[src/shared/sci_pkg.sv]
// package with register map, field layout and carriers of the system control and interrupt block
package sci_pkg;

    // register byte offsets; 16-bit registers use offset for lsb, offset+1 for msb
    localparam logic [7:0] OFS_CHIP_IDENTITY_LSB  = 8'h00;
    localparam logic [7:0] OFS_CHIP_IDENTITY_MSB  = 8'h01;
    localparam logic [7:0] OFS_SI_VERSION   = 8'h02;
    localparam logic [7:0] OFS_GEN_CTRL     = 8'h03;
    localparam logic [7:0] OFS_CLK_DIV      = 8'h04;
    localparam logic [7:0] OFS_IRQ_CTRL     = 8'h06;
    localparam logic [7:0] OFS_IRQ_STA      = 8'h08;
    localparam logic [7:0] OFS_IRQ_EN       = 8'h09;
    localparam logic [7:0] OFS_PIN_STA_LSB  = 8'h0a;
    localparam logic [7:0] OFS_PIN_STA_MSB  = 8'h0b;
    localparam logic [7:0] OFS_PIN_EN_LSB   = 8'h0c;
    localparam logic [7:0] OFS_PIN_EN_MSB   = 8'h0d;
    localparam logic [7:0] OFS_PULSE_STA    = 8'h0e;
    localparam logic [7:0] OFS_PULSE_EN     = 8'h0f;

    // reset values
    localparam logic [7:0]  RST_GEN_CTRL  = 8'h00;
    localparam logic [7:0]  RST_CLK_DIV   = 8'hfe;
    localparam logic [2:0]  RST_IRQ_CTRL  = 3'h0;
    localparam logic [7:0]  RST_IRQ_STA   = 8'h00;
    localparam logic [7:0]  RST_IRQ_EN    = 8'h00;
    localparam logic [15:0] RST_PIN_WORD  = 16'h0000;
    localparam logic [7:0]  RST_PULSE     = 8'h00;
    localparam logic [7:0]  RST_LFSR      = 8'h01;

    // identity values: arbitrary, not tied to any part
    localparam logic [15:0] CHIP_IDENTITY_VALUE = 16'h5a5a;
    localparam logic [7:0]  VERSION_VALUE = 8'h01;

    // general control fields
    localparam int GEN_ENGINE_SPEED = 4;
    localparam int GEN_SLEEP_EN     = 3;
    localparam int GEN_SOFT_RST     = 1;
    localparam int GEN_HIBERNATE    = 0;
    localparam logic [7:0] GEN_RW_MASK = 8'h18;

    // clock divider fields
    localparam int CDV_SENSE_HI = 7;
    localparam int CDV_SENSE_LO = 5;
    localparam int CDV_PWM_HI   = 4;
    localparam int CDV_PWM_LO   = 3;
    localparam int CDV_PWM_STOP = 2;
    localparam int CDV_GPIO_STOP = 1;
    localparam int CDV_SENSE_STOP = 0;
    localparam logic [2:0] SENSE_CODE_MIN = 3'h2;

    // irq control fields
    localparam int ICR_POL  = 2;
    localparam int ICR_EDGE = 1;
    localparam int ICR_GEN  = 0;

    // irq status / enable bit positions
    localparam int IRQ_PIN    = 7;
    localparam int IRQ_PULSE  = 6;
    localparam int IRQ_RESUME = 5;
    localparam int IRQ_AMBIENT = 4;
    localparam int IRQ_CAL    = 3;
    localparam int IRQ_TOUCH  = 2;
    localparam int IRQ_NEAR   = 1;
    localparam logic [7:0] IRQ_VALID_MASK = 8'hfe;

    // timing
    localparam longint CLK_HZ        = 100_000_000;
    localparam longint ENGINE_HZ     = 2_000_000;
    localparam int     ENGINE_DIV    = int'(CLK_HZ / ENGINE_HZ);
    localparam logic [5:0] ENGINE_LAST = 6'(ENGINE_DIV - 1);
    localparam longint PWM_BASE_HZ   = 16_000;
    localparam logic [26:0] PWM_ACC_MOD  = 27'(CLK_HZ);
    localparam logic [26:0] PWM_ACC_BASE = 27'(PWM_BASE_HZ);

    // byte-wide register port from the serial front end
    typedef struct packed {
        logic [7:0] addr;
        logic [7:0] wdata;
        logic       wr;
        logic       rd;
    } sci_reg_req_t;

    // event pulses from the neighbouring modules
    typedef struct packed {
        logic [15:0] pin_change;
        logic [7:0]  pulse_done;
        logic        sleep_resume;
        logic        ambient_fault;
        logic        cal_done;
        logic        touch;
        logic        nearness;
    } sci_events_t;

endpackage

[src/hw/sci_top.sv]
// system control, clock dividers and interrupt aggregation
// Summary of operation
// - engine speed bit 4; zero gives 2 MHz engine, one reserved.
// - bit 3 enables touch sensor sleep; host should keep it zero.
// - writing one to bit 1 triggers a soft reset.
// - writing one to bit 0 forces hibernate.
// - hibernate bit always reads zero; the read access wakes the device.
// - control bits 7:5 and 2 read zero; host must not write ones.
// - sensor divider codes 010..111 give 32..1024; 000, 001 reserved.
// - sensor clock is 2 MHz over divisor times pseudo-random 1..8.
// - pwm divider codes 00..11 give 16, 32, 64, 128 kHz.
// - clock divider bits 2,1,0 stop pwm, gpio, sensor clocks.
// - irq control bit 2 sets output polarity, one is active high.
// - irq control bit 1 selects level (0) or edge (1) signalling.
// - irq control bit 0 globally enables the interrupt output.
// - status bits latch per source, write one clears; bit 0 reserved.
// - bit 7 sets on gpio activity, bit 6 on pwm sequence done.
// - bit 5 sets on wake-up from sleep or hibernate.
// - bit 4 sets on ambient fault; host should recalibrate.
// - bit 3 sets when host-started calibration completes.
// - bit 2 sets on touch, bit 1 on proximity detection.
// - enable register gates each source at the same bit position.
// - filtered key data active only while touch enable is set.
// - 16 gpio sub-status bits set on transition, write one clears, feed bit 7.
// - 8 pwm sub-status bits set on done, write one clears, feed bit 6.
module sci_top
    import sci_pkg::*;
(
    input  wire logic         clk_in,
    input  wire logic         sys_rst_in,
    input  wire sci_reg_req_t reg_req_in,
    input  wire sci_events_t  events_in,
    output logic [7:0]        rd_data_out,
    output logic              irq_out,
    output logic              soft_reset_out,
    output logic              hibernate_out,
    output logic              sleep_enable_out,
    output logic              engine_tick_out,
    output logic              sensor_tick_out,
    output logic              pwm_tick_out,
    output logic              pwm_clk_stop_out,
    output logic              gpio_clk_stop_out,
    output logic              sense_clk_stop_out,
    output logic              key_filter_enable_out
);

    // soft reset clears the register file one cycle after the write
    logic        soft_rst;
    wire         blk_rst = sys_rst_in | soft_rst;

    logic [7:0]  gen_ctrl;
    logic [7:0]  clk_div;
    logic [2:0]  irq_ctrl;
    logic [7:0]  irq_sta;
    logic [7:0]  irq_en;
    logic [15:0] pin_sta;
    logic [15:0] pin_en;
    logic [7:0]  pulse_sta;
    logic [7:0]  pulse_en;
    logic        hibernate;
    logic [7:0]  masked_prev;

    // ---------------- address decode ----------------
    wire [7:0] a  = reg_req_in.addr;
    wire [7:0] wd = reg_req_in.wdata;
    wire       wr = reg_req_in.wr;
    wire       rd = reg_req_in.rd;

    wire wr_gen       = wr && (a == OFS_GEN_CTRL);
    wire wr_cdv       = wr && (a == OFS_CLK_DIV);
    wire wr_icr       = wr && (a == OFS_IRQ_CTRL);
    wire wr_ista      = wr && (a == OFS_IRQ_STA);
    wire wr_ien       = wr && (a == OFS_IRQ_EN);
    wire wr_psta_lo   = wr && (a == OFS_PIN_STA_LSB);
    wire wr_psta_hi   = wr && (a == OFS_PIN_STA_MSB);
    wire wr_pen_lo    = wr && (a == OFS_PIN_EN_LSB);
    wire wr_pen_hi    = wr && (a == OFS_PIN_EN_MSB);
    wire wr_usta      = wr && (a == OFS_PULSE_STA);
    wire wr_uen       = wr && (a == OFS_PULSE_EN);

    // ---------------- status logic ----------------
    wire [15:0] pin_clr   = {wr_psta_hi ? wd : 8'h00, wr_psta_lo ? wd : 8'h00};
    wire [15:0] next_pin_sta = (pin_sta & ~pin_clr) | events_in.pin_change;
    wire [7:0]  pulse_clr = wr_usta ? wd : 8'h00;
    wire [7:0]  next_pulse_sta = (pulse_sta & ~pulse_clr) | events_in.pulse_done;

    // leaving hibernate on any serial access except a write setting the hibernate bit raises the resume source
    wire hib_set   = wr_gen && wd[GEN_HIBERNATE];
    wire hib_wake  = hibernate && (rd || wr) && !hib_set;

    // sub-status feeds the top bit as a level, so clearing only the top bit re-sets it
    wire pin_any   = |(pin_sta & pin_en);
    wire pulse_any = |(pulse_sta & pulse_en);

    wire [7:0] irq_set;
    assign irq_set[IRQ_PIN]     = pin_any;
    assign irq_set[IRQ_PULSE]   = pulse_any;
    assign irq_set[IRQ_RESUME]  = hib_wake | events_in.sleep_resume;
    assign irq_set[IRQ_AMBIENT] = events_in.ambient_fault;
    assign irq_set[IRQ_CAL]     = events_in.cal_done;
    assign irq_set[IRQ_TOUCH]   = events_in.touch;
    assign irq_set[IRQ_NEAR]    = events_in.nearness;
    assign irq_set[0]           = 1'b0;

    wire [7:0] irq_clr      = wr_ista ? wd : 8'h00;
    wire [7:0] next_irq_sta = ((irq_sta & ~irq_clr) | irq_set) & IRQ_VALID_MASK;

    // ---------------- interrupt output ----------------
    wire [7:0] masked    = irq_sta & irq_en;
    wire       pending   = irq_ctrl[ICR_GEN] && (|masked);
    wire       new_event = irq_ctrl[ICR_GEN] && (|(masked & ~masked_prev));
    wire       irq_active = irq_ctrl[ICR_EDGE] ? new_event : pending;
    wire       next_irq  = irq_ctrl[ICR_POL] ? irq_active : !irq_active;

    // ---------------- read mux ----------------
    logic [7:0] next_rd_data;
    always_comb
    begin
        unique case (a)
            OFS_CHIP_IDENTITY_LSB: next_rd_data = CHIP_IDENTITY_VALUE[7:0];
            OFS_CHIP_IDENTITY_MSB: next_rd_data = CHIP_IDENTITY_VALUE[15:8];
            OFS_SI_VERSION:  next_rd_data = VERSION_VALUE;
            OFS_GEN_CTRL:    next_rd_data = gen_ctrl & GEN_RW_MASK;
            OFS_CLK_DIV:     next_rd_data = clk_div;
            OFS_IRQ_CTRL:    next_rd_data = {5'h00, irq_ctrl};
            OFS_IRQ_STA:     next_rd_data = irq_sta;
            OFS_IRQ_EN:      next_rd_data = irq_en;
            OFS_PIN_STA_LSB: next_rd_data = pin_sta[7:0];
            OFS_PIN_STA_MSB: next_rd_data = pin_sta[15:8];
            OFS_PIN_EN_LSB:  next_rd_data = pin_en[7:0];
            OFS_PIN_EN_MSB:  next_rd_data = pin_en[15:8];
            OFS_PULSE_STA:   next_rd_data = pulse_sta;
            OFS_PULSE_EN:    next_rd_data = pulse_en;
            default:         next_rd_data = 8'h00;
        endcase
    end

    // ---------------- register file ----------------
    always_ff @(posedge clk_in)
    begin
        if (sys_rst_in)
        begin
            soft_rst <= 1'b0;
        end
        else
        begin
            soft_rst <= wr_gen && wd[GEN_SOFT_RST];
        end
    end

    always_ff @(posedge clk_in)
    begin
        if (blk_rst)
        begin
            gen_ctrl    <= RST_GEN_CTRL;
            clk_div     <= RST_CLK_DIV;
            irq_ctrl    <= RST_IRQ_CTRL;
            irq_en      <= RST_IRQ_EN;
            pin_en      <= RST_PIN_WORD;
            pulse_en    <= RST_PULSE;
        end
        else
        begin
            if (wr_gen)
                gen_ctrl <= wd & GEN_RW_MASK;
            if (wr_cdv)
                clk_div <= wd;
            if (wr_icr)
                irq_ctrl <= wd[2:0];
            if (wr_ien)
                irq_en <= wd & IRQ_VALID_MASK;
            if (wr_pen_lo)
                pin_en[7:0] <= wd;
            if (wr_pen_hi)
                pin_en[15:8] <= wd;
            if (wr_uen)
                pulse_en <= wd;
        end
    end

    always_ff @(posedge clk_in)
    begin
        if (blk_rst)
        begin
            irq_sta     <= RST_IRQ_STA;
            pin_sta     <= RST_PIN_WORD;
            pulse_sta   <= RST_PULSE;
            hibernate   <= 1'b0;
            masked_prev <= RST_IRQ_STA;
        end
        else
        begin
            irq_sta     <= next_irq_sta;
            pin_sta     <= next_pin_sta;
            pulse_sta   <= next_pulse_sta;
            hibernate   <= hib_set | (hibernate & ~hib_wake);
            masked_prev <= masked;
        end
    end

    // ---------------- engine clock: 2 MHz from the system clock ----------------
    logic [5:0] eng_cnt;
    wire        eng_tick = (eng_cnt == ENGINE_LAST);

    always_ff @(posedge clk_in)
    begin
        if (blk_rst)
            eng_cnt <= 6'h00;
        else
            eng_cnt <= eng_tick ? 6'h00 : eng_cnt + 6'h01;
    end

    // ---------------- sensor clock ----------------
    // lfsr spreads sampling against interference; factor 1..8
    logic [7:0]  lfsr;
    logic [13:0] sns_cnt;
    wire  [2:0]  sns_code   = clk_div[CDV_SENSE_HI:CDV_SENSE_LO];
    wire         sns_legal  = (sns_code >= SENSE_CODE_MIN);
    // four-bit shift amount: code 111 needs 10, which three bits would wrap
    wire  [10:0] sns_div    = 11'h001 << ({1'b0, sns_code} + 4'h3);
    wire  [3:0]  sns_factor = {1'b0, lfsr[2:0]} + 4'h1;
    wire  [14:0] sns_target = 15'(sns_div * sns_factor);
    wire         sns_run    = sns_legal && !clk_div[CDV_SENSE_STOP] && !hibernate;
    wire         sns_hit    = sns_run && eng_tick && ({1'b0, sns_cnt} >= sns_target - 15'h0001);

    always_ff @(posedge clk_in)
    begin
        if (blk_rst)
        begin
            lfsr    <= RST_LFSR;
            sns_cnt <= 14'h0000;
        end
        else
        begin
            if (sns_hit)
            begin
                lfsr    <= {lfsr[6:0], lfsr[7] ^ lfsr[5] ^ lfsr[4] ^ lfsr[3]};
                sns_cnt <= 14'h0000;
            end
            else if (!sns_run)
                sns_cnt <= 14'h0000;
            else if (eng_tick)
                sns_cnt <= sns_cnt + 14'h0001;
        end
    end

    // ---------------- pwm clock ----------------
    // fractional accumulator: exact average rate although 100 MHz is no integer multiple of 64 or 128 kHz
    logic [26:0] pwm_acc;
    wire  [26:0] pwm_inc  = PWM_ACC_BASE << clk_div[CDV_PWM_HI:CDV_PWM_LO];
    wire  [27:0] pwm_sum  = {1'b0, pwm_acc} + {1'b0, pwm_inc};
    wire         pwm_wrap = (pwm_sum >= {1'b0, PWM_ACC_MOD});
    wire         pwm_run  = !clk_div[CDV_PWM_STOP] && !hibernate;

    always_ff @(posedge clk_in)
    begin
        if (blk_rst || !pwm_run)
            pwm_acc <= 27'h0000000;
        else if (pwm_wrap)
            pwm_acc <= 27'(pwm_sum - {1'b0, PWM_ACC_MOD});
        else
            pwm_acc <= pwm_sum[26:0];
    end

    // ---------------- outputs ----------------
    always_ff @(posedge clk_in)
    begin
        if (sys_rst_in)
        begin
            rd_data_out           <= 8'h00;
            irq_out               <= 1'b1;
            soft_reset_out        <= 1'b0;
            hibernate_out         <= 1'b0;
            sleep_enable_out      <= 1'b0;
            engine_tick_out       <= 1'b0;
            sensor_tick_out       <= 1'b0;
            pwm_tick_out          <= 1'b0;
            pwm_clk_stop_out      <= RST_CLK_DIV[CDV_PWM_STOP];
            gpio_clk_stop_out     <= RST_CLK_DIV[CDV_GPIO_STOP];
            sense_clk_stop_out    <= RST_CLK_DIV[CDV_SENSE_STOP];
            key_filter_enable_out <= 1'b0;
        end
        else
        begin
            rd_data_out           <= rd ? next_rd_data : rd_data_out;
            irq_out               <= next_irq;
            soft_reset_out        <= soft_rst;
            hibernate_out         <= hibernate;
            sleep_enable_out      <= gen_ctrl[GEN_SLEEP_EN];
            engine_tick_out       <= eng_tick;
            sensor_tick_out       <= sns_hit;
            pwm_tick_out          <= pwm_run && pwm_wrap;
            pwm_clk_stop_out      <= clk_div[CDV_PWM_STOP];
            gpio_clk_stop_out     <= clk_div[CDV_GPIO_STOP];
            sense_clk_stop_out    <= clk_div[CDV_SENSE_STOP];
            key_filter_enable_out <= irq_en[IRQ_TOUCH];
        end
    end

endmodule

[config.mk]
export PLATFORM = sky130hd
export DESIGN_NAME = sci_top
export DESIGN_NICKNAME = d
export VERILOG_FILES = /design/src/shared/sci_pkg.sv /design/src/hw/sci_top.sv
export SDC_FILE = /design/constraint.sdc
export NUM_CORES = 1
export LEC_CHECK = 0
export BUFFER_PORTS_ARGS = -buffer_cell sky130_fd_sc_hd__buf_2
export CAP_MARGIN = 20
export CORE_AREA = 5 5 139 141
export DETAILED_ROUTE_END_ITERATION = 7
export DIE_AREA = 0 0 144 146
export PLACE_DENSITY = 0.69
export SLEW_MARGIN = 30
export SYNTH_ARGS = -nofsm -noshare
export SYNTH_HDL_FRONTEND = slang
export SYNTH_SLANG_ARGS = --single-unit
[constraint.sdc]
create_clock -name clk_in -period 6.2 [get_ports clk_in]
set_clock_uncertainty 0.05 [all_clocks]
set_input_delay 0.62 -clock clk_in [delete_from_list [all_inputs] [get_ports clk_in]]
set_output_delay 0.62 -clock clk_in [all_outputs]
set_load 0.03 [all_outputs]
==> flow_metrics.py <==
metrics = {
    "run_status": {
        "outcome": "complete, no violations",
    },
    "sta": {
        "timing.slew.headroom_pct": 40.78,
        "worst_slew_pin_slew_ns": 0.8816,
        "hold_violations": 0,
        "min_period_ns": 5.705,
        "worst_hold_slack_ns": 0.3532,
        "fin_crit_sh_pct": 92.02,
        "slew_viol_final": 0,
        "fmax_mhz": 175.3,
        "setup_viol": 0,
        "tns_ns": 0,
        "rsz0062_at_grt": "no",
    },
    "place": {
        "hpwl_mm": 16.74,
        "portBuffers": 67,
        "gp_congestion": 0.9208,
        "place_area_um2": 9598,
    },
    "power": {
        "p_leak_nw": 4.319,
        "p_per_area_nw_per_um2": 217.8,
        "vdd_drop_max_v": 0.0001846,
    },
    "route": {
        "vias": 7806,
        "drc": 0,
        "first_iter_violations": 675,
        "ant_nets": 0,
        "viasPerCell": 5.628,
        "drt_pass1_iterations": 5,
        "drt_wl_total_mm": 22.61,
        "wl_per_cell_um": 16.30,
    },
    "yosys": {
        "avgSynthCellArea_um2": 8.297,
        "netlist_instances": 1095,
        "ys.flop_type": "dfxtp_1",
        "yosysSeqAreaShare_pct": 33.27,
        "yosysUniqueCellTypes": 68,
        "netlist_area_um2": 9085,
        "async_flop_share_pct": 0,
        "synth_warnings": 0,
        "synth_edf_count": 0,
        "ys_ff_latch": 151,
    },
    "critical_path": {
        "cp_cell_sequence": "ha_1 > xnor2_1 > nor2_1 > nand2_1 > ha_1 > inv_1 > fa_1 > inv_1 > fa_1 > inv_1 > ha_1 > a21o_1 > or3_1 > o21ai_0 > o21a_1 > nand2_1 > ha_1 > nand3_1 > a211oi_1 > o311a_1 > nor2_1 > nor4_4 > mux2i_1",
        "endpoint_kind": "flip-flop",
        "cp_common_cell": "ha_1",
        "cp_top_family": "adder cells",
        "crit_fanout": 10,
        "reg2reg_depth": 23,
        "critPathRequiredTime_ns": 6.48,
        "worstSetupPathDepth": 23,
        "cp-startpoint": "lfsr[0]$_SDFFE_PP1P_",
        "rr_endpoint": "lfsr[0]$_SDFFE_PP1P_",
        "critPathKind": "reg2reg",
        "cp-start-kind": "flip-flop",
        "arrival_ns": 5.99,
        "reg2reg_from": "lfsr[0]$_SDFFE_PP1P_",
        "slowest_delay_ns": 0.52,
        "ff2ff_setup_slack_ns": 0.49,
        "critical_path_buf_inv_count": 3,
        "cpMaxStageDelayCell": "fa_1",
        "cp-endpoint": "lfsr[0]$_SDFFE_PP1P_",
    },
    "die": {
        "core_um2": 17840,
        "fp.dieW_um": 144,
        "initial_core_util_pct": 50.92,
        "dieArea_um2": 21020,
        "ioPinCount": 68,
        "rows": 49,
        "die_h_um": 146,
    },
    "layout": {
        "nNetsFinal": 1273,
        "areaGrowthSynthToFinish_pct": 11.90,
        "diodes": 0,
        "layout_commonest_cell": "nor2_1",
        "finalInstanceArea_um2": 10170,
        "drive_gt1_share_pct": 11.49,
        "layout_common_cells": "nor2_1, dfxtp_1, nand2_1",
    },
    "global_route": {
        "grt_start_max_net_pins": 80,
        "track_usage_pct": 21.76,
        "grt-ovfl-total": 0,
        "grt_pass1_vias": 7206,
        "grt_pass1_wl_mm": 37.08,
        "antenna_found_initial": 0,
    },
    "clocking": {
        "post_cts_buffers": 0,
        "cts_tree": "done",
        "cts_buffers": 17,
        "path_clk_slew_ns": 0.07,
        "cts_hold_buf": 0,
        "clk_latency_ns": 0.41,
        "cts.sinks": 151,
        "cts_buffer_depth": 2,
        "htreeDepth": 4,
        "cts_resized": 0,
        "cts-root-buf": "clkbuf_16",
    },
    "worst_hold_path": {
        "worstHoldPathType": "in2reg",
        "holdPathStages": 3,
    },
    "flow_run": {
        "drv_cap": 0,
    },
}
state kept, by name, summed over array words and instances (netlist names), 2 cells and up:
name / flops
clk_div: 8
eng_cnt: 6
gen_ctrl: 2
irq_ctrl: 3
irq_en: 7
irq_sta: 7
lfsr: 8
masked_prev: 7
pin_en: 16
pin_sta: 16
pulse_en: 8
pulse_sta: 8
pwm_acc: 20
rd_data_out: 8
sns_cnt: 14
worst min-delay path: stages:
cell and delay [ns]:
buf_2 0.07, a21oi_1 0.03, nor2_1 0.06
cells in the mapped netlist, types with 3 or more instances:
library cell,count,area (um^2)
nor4_1,5,31.28
or3_1,7,43.79
xnor2_1,27,236.5
nand3_1,40,200.2
nor3b_1,5,37.54
nand3b_1,3,22.52
o31ai_1,5,37.54
ha_1,58,725.7
mux2_2,6,67.56
mux2i_1,46,460.4
xor2_1,26,227.7
nor3_1,23,115.1
o21a_1,8,60.06
nand4_1,12,75.07
a211oi_1,4,30.03
or4_1,4,30.03
a22o_1,16,140.1
nor2b_1,15,93.84
clkbuf_1,41,153.9
a22oi_1,8,60.06
mux4_2,5,112.6
nand2_1,127,476.7
a31oi_1,4,25.02
buf_1,7,26.28
a21oi_1,73,365.4
and3_1,6,37.54
o22ai_1,8,50.05
inv_1,55,206.5
fa_1,20,400.4
dfxtp_1,151,3023
a21o_1,12,90.09
or2_2,5,31.28
nand2b_1,10,62.56
and2_1,5,31.28
and4_1,5,43.79
buf_2,4,20.02
a221oi_1,11,96.34
o21ai_0,28,140.1
nor2_1,162,608.1
metrics by stage:
| stage | cells | util [%] | worst slack, ns | total power, mW |
|---|---|---|---|---|
| 2_1_floorplan | 1108 | - | 0.7940 | 1.175 |
| 3_3_place_gp | 1356 | 53.71 | 0.3006 | 1.231 |
| 3_5_place_dp | 1356 | 53.80 | 0.4977 | 1.236 |
| 4_1_cts | 1387 | 56.98 | 0.4742 | 2.222 |
| 5_1_grt | 1387 | 56.98 | 0.02145 | 2.305 |
| 6_report | 1387 | 56.98 | 0.4946 | 2.214 |
logic make-up (layout without fill, tap and decap cells):
group	after synthesis	count (layout)	share of synthesized area, %
other cells	2	15	0.08266
mux	57	57	7.051
fa+ha+maj	78	78	12.39
compound gates	206	206	15.44
simple gates	440	440	22.05
buf+inv	108	158	4.600
xor+xnor	53	53	5.110
flops	151	151	33.27
metal layers:
| layer | vias to the layer above | wire [um] | share of wire (%) | global-route usage [%] |
|---|---|---|---|---|
| met5 | - | 0 | 0 | 0 |
| met4 | 0 | 302 | 1.3 | 5.603 |
| met3 | 25 | 1219 | 5.4 | 3.319 |
| met2 | 211 | 10280 | 45 | 32.94 |
| met1 | 3667 | 10810 | 48 | 32.32 |
| li1 | 3903 | - | - | - |
how the worst min path moves through the flow:
stage	from	end	slack, ns
2_1_floorplan	eng_cnt[0]$_SDFF_PP0_	eng_cnt[0]$_SDFF_PP0_	0.38
3_3_place_gp	eng_cnt[0]$_SDFF_PP0_	eng_cnt[0]$_SDFF_PP0_	0.40
3_5_place_dp	eng_cnt[0]$_SDFF_PP0_	eng_cnt[0]$_SDFF_PP0_	0.42
4_1_cts	events_in[17]	pin_sta[4]$_SDFF_PP0_	0.34
5_1_grt	events_in[28]	pin_sta[15]$_SDFF_PP0_	0.35
6_report	events_in[27]	pin_sta[14]$_SDFF_PP0_	0.35
cell type report:
type,instances,area [um^2]
Fill cell,1649,7675
Multi-Input combinational cell,849,5709
Sequential cell,151,3023
Clock buffer,19,452.9
Timing Repair Buffer,72,372.9
Tap cell,229,286.5
Inverter,55,206.4
Clock inverter,12,115.1
power by group:
part / switching, mW / total, mW / internal (mW)
sequential: 0.0158 / 1.00 / 0.986
combinational: 0.126 / 0.216 / 0.0903
clock: 0.420 / 0.996 / 0.577
No activity file was read; power rests on OpenSTA's default activity.
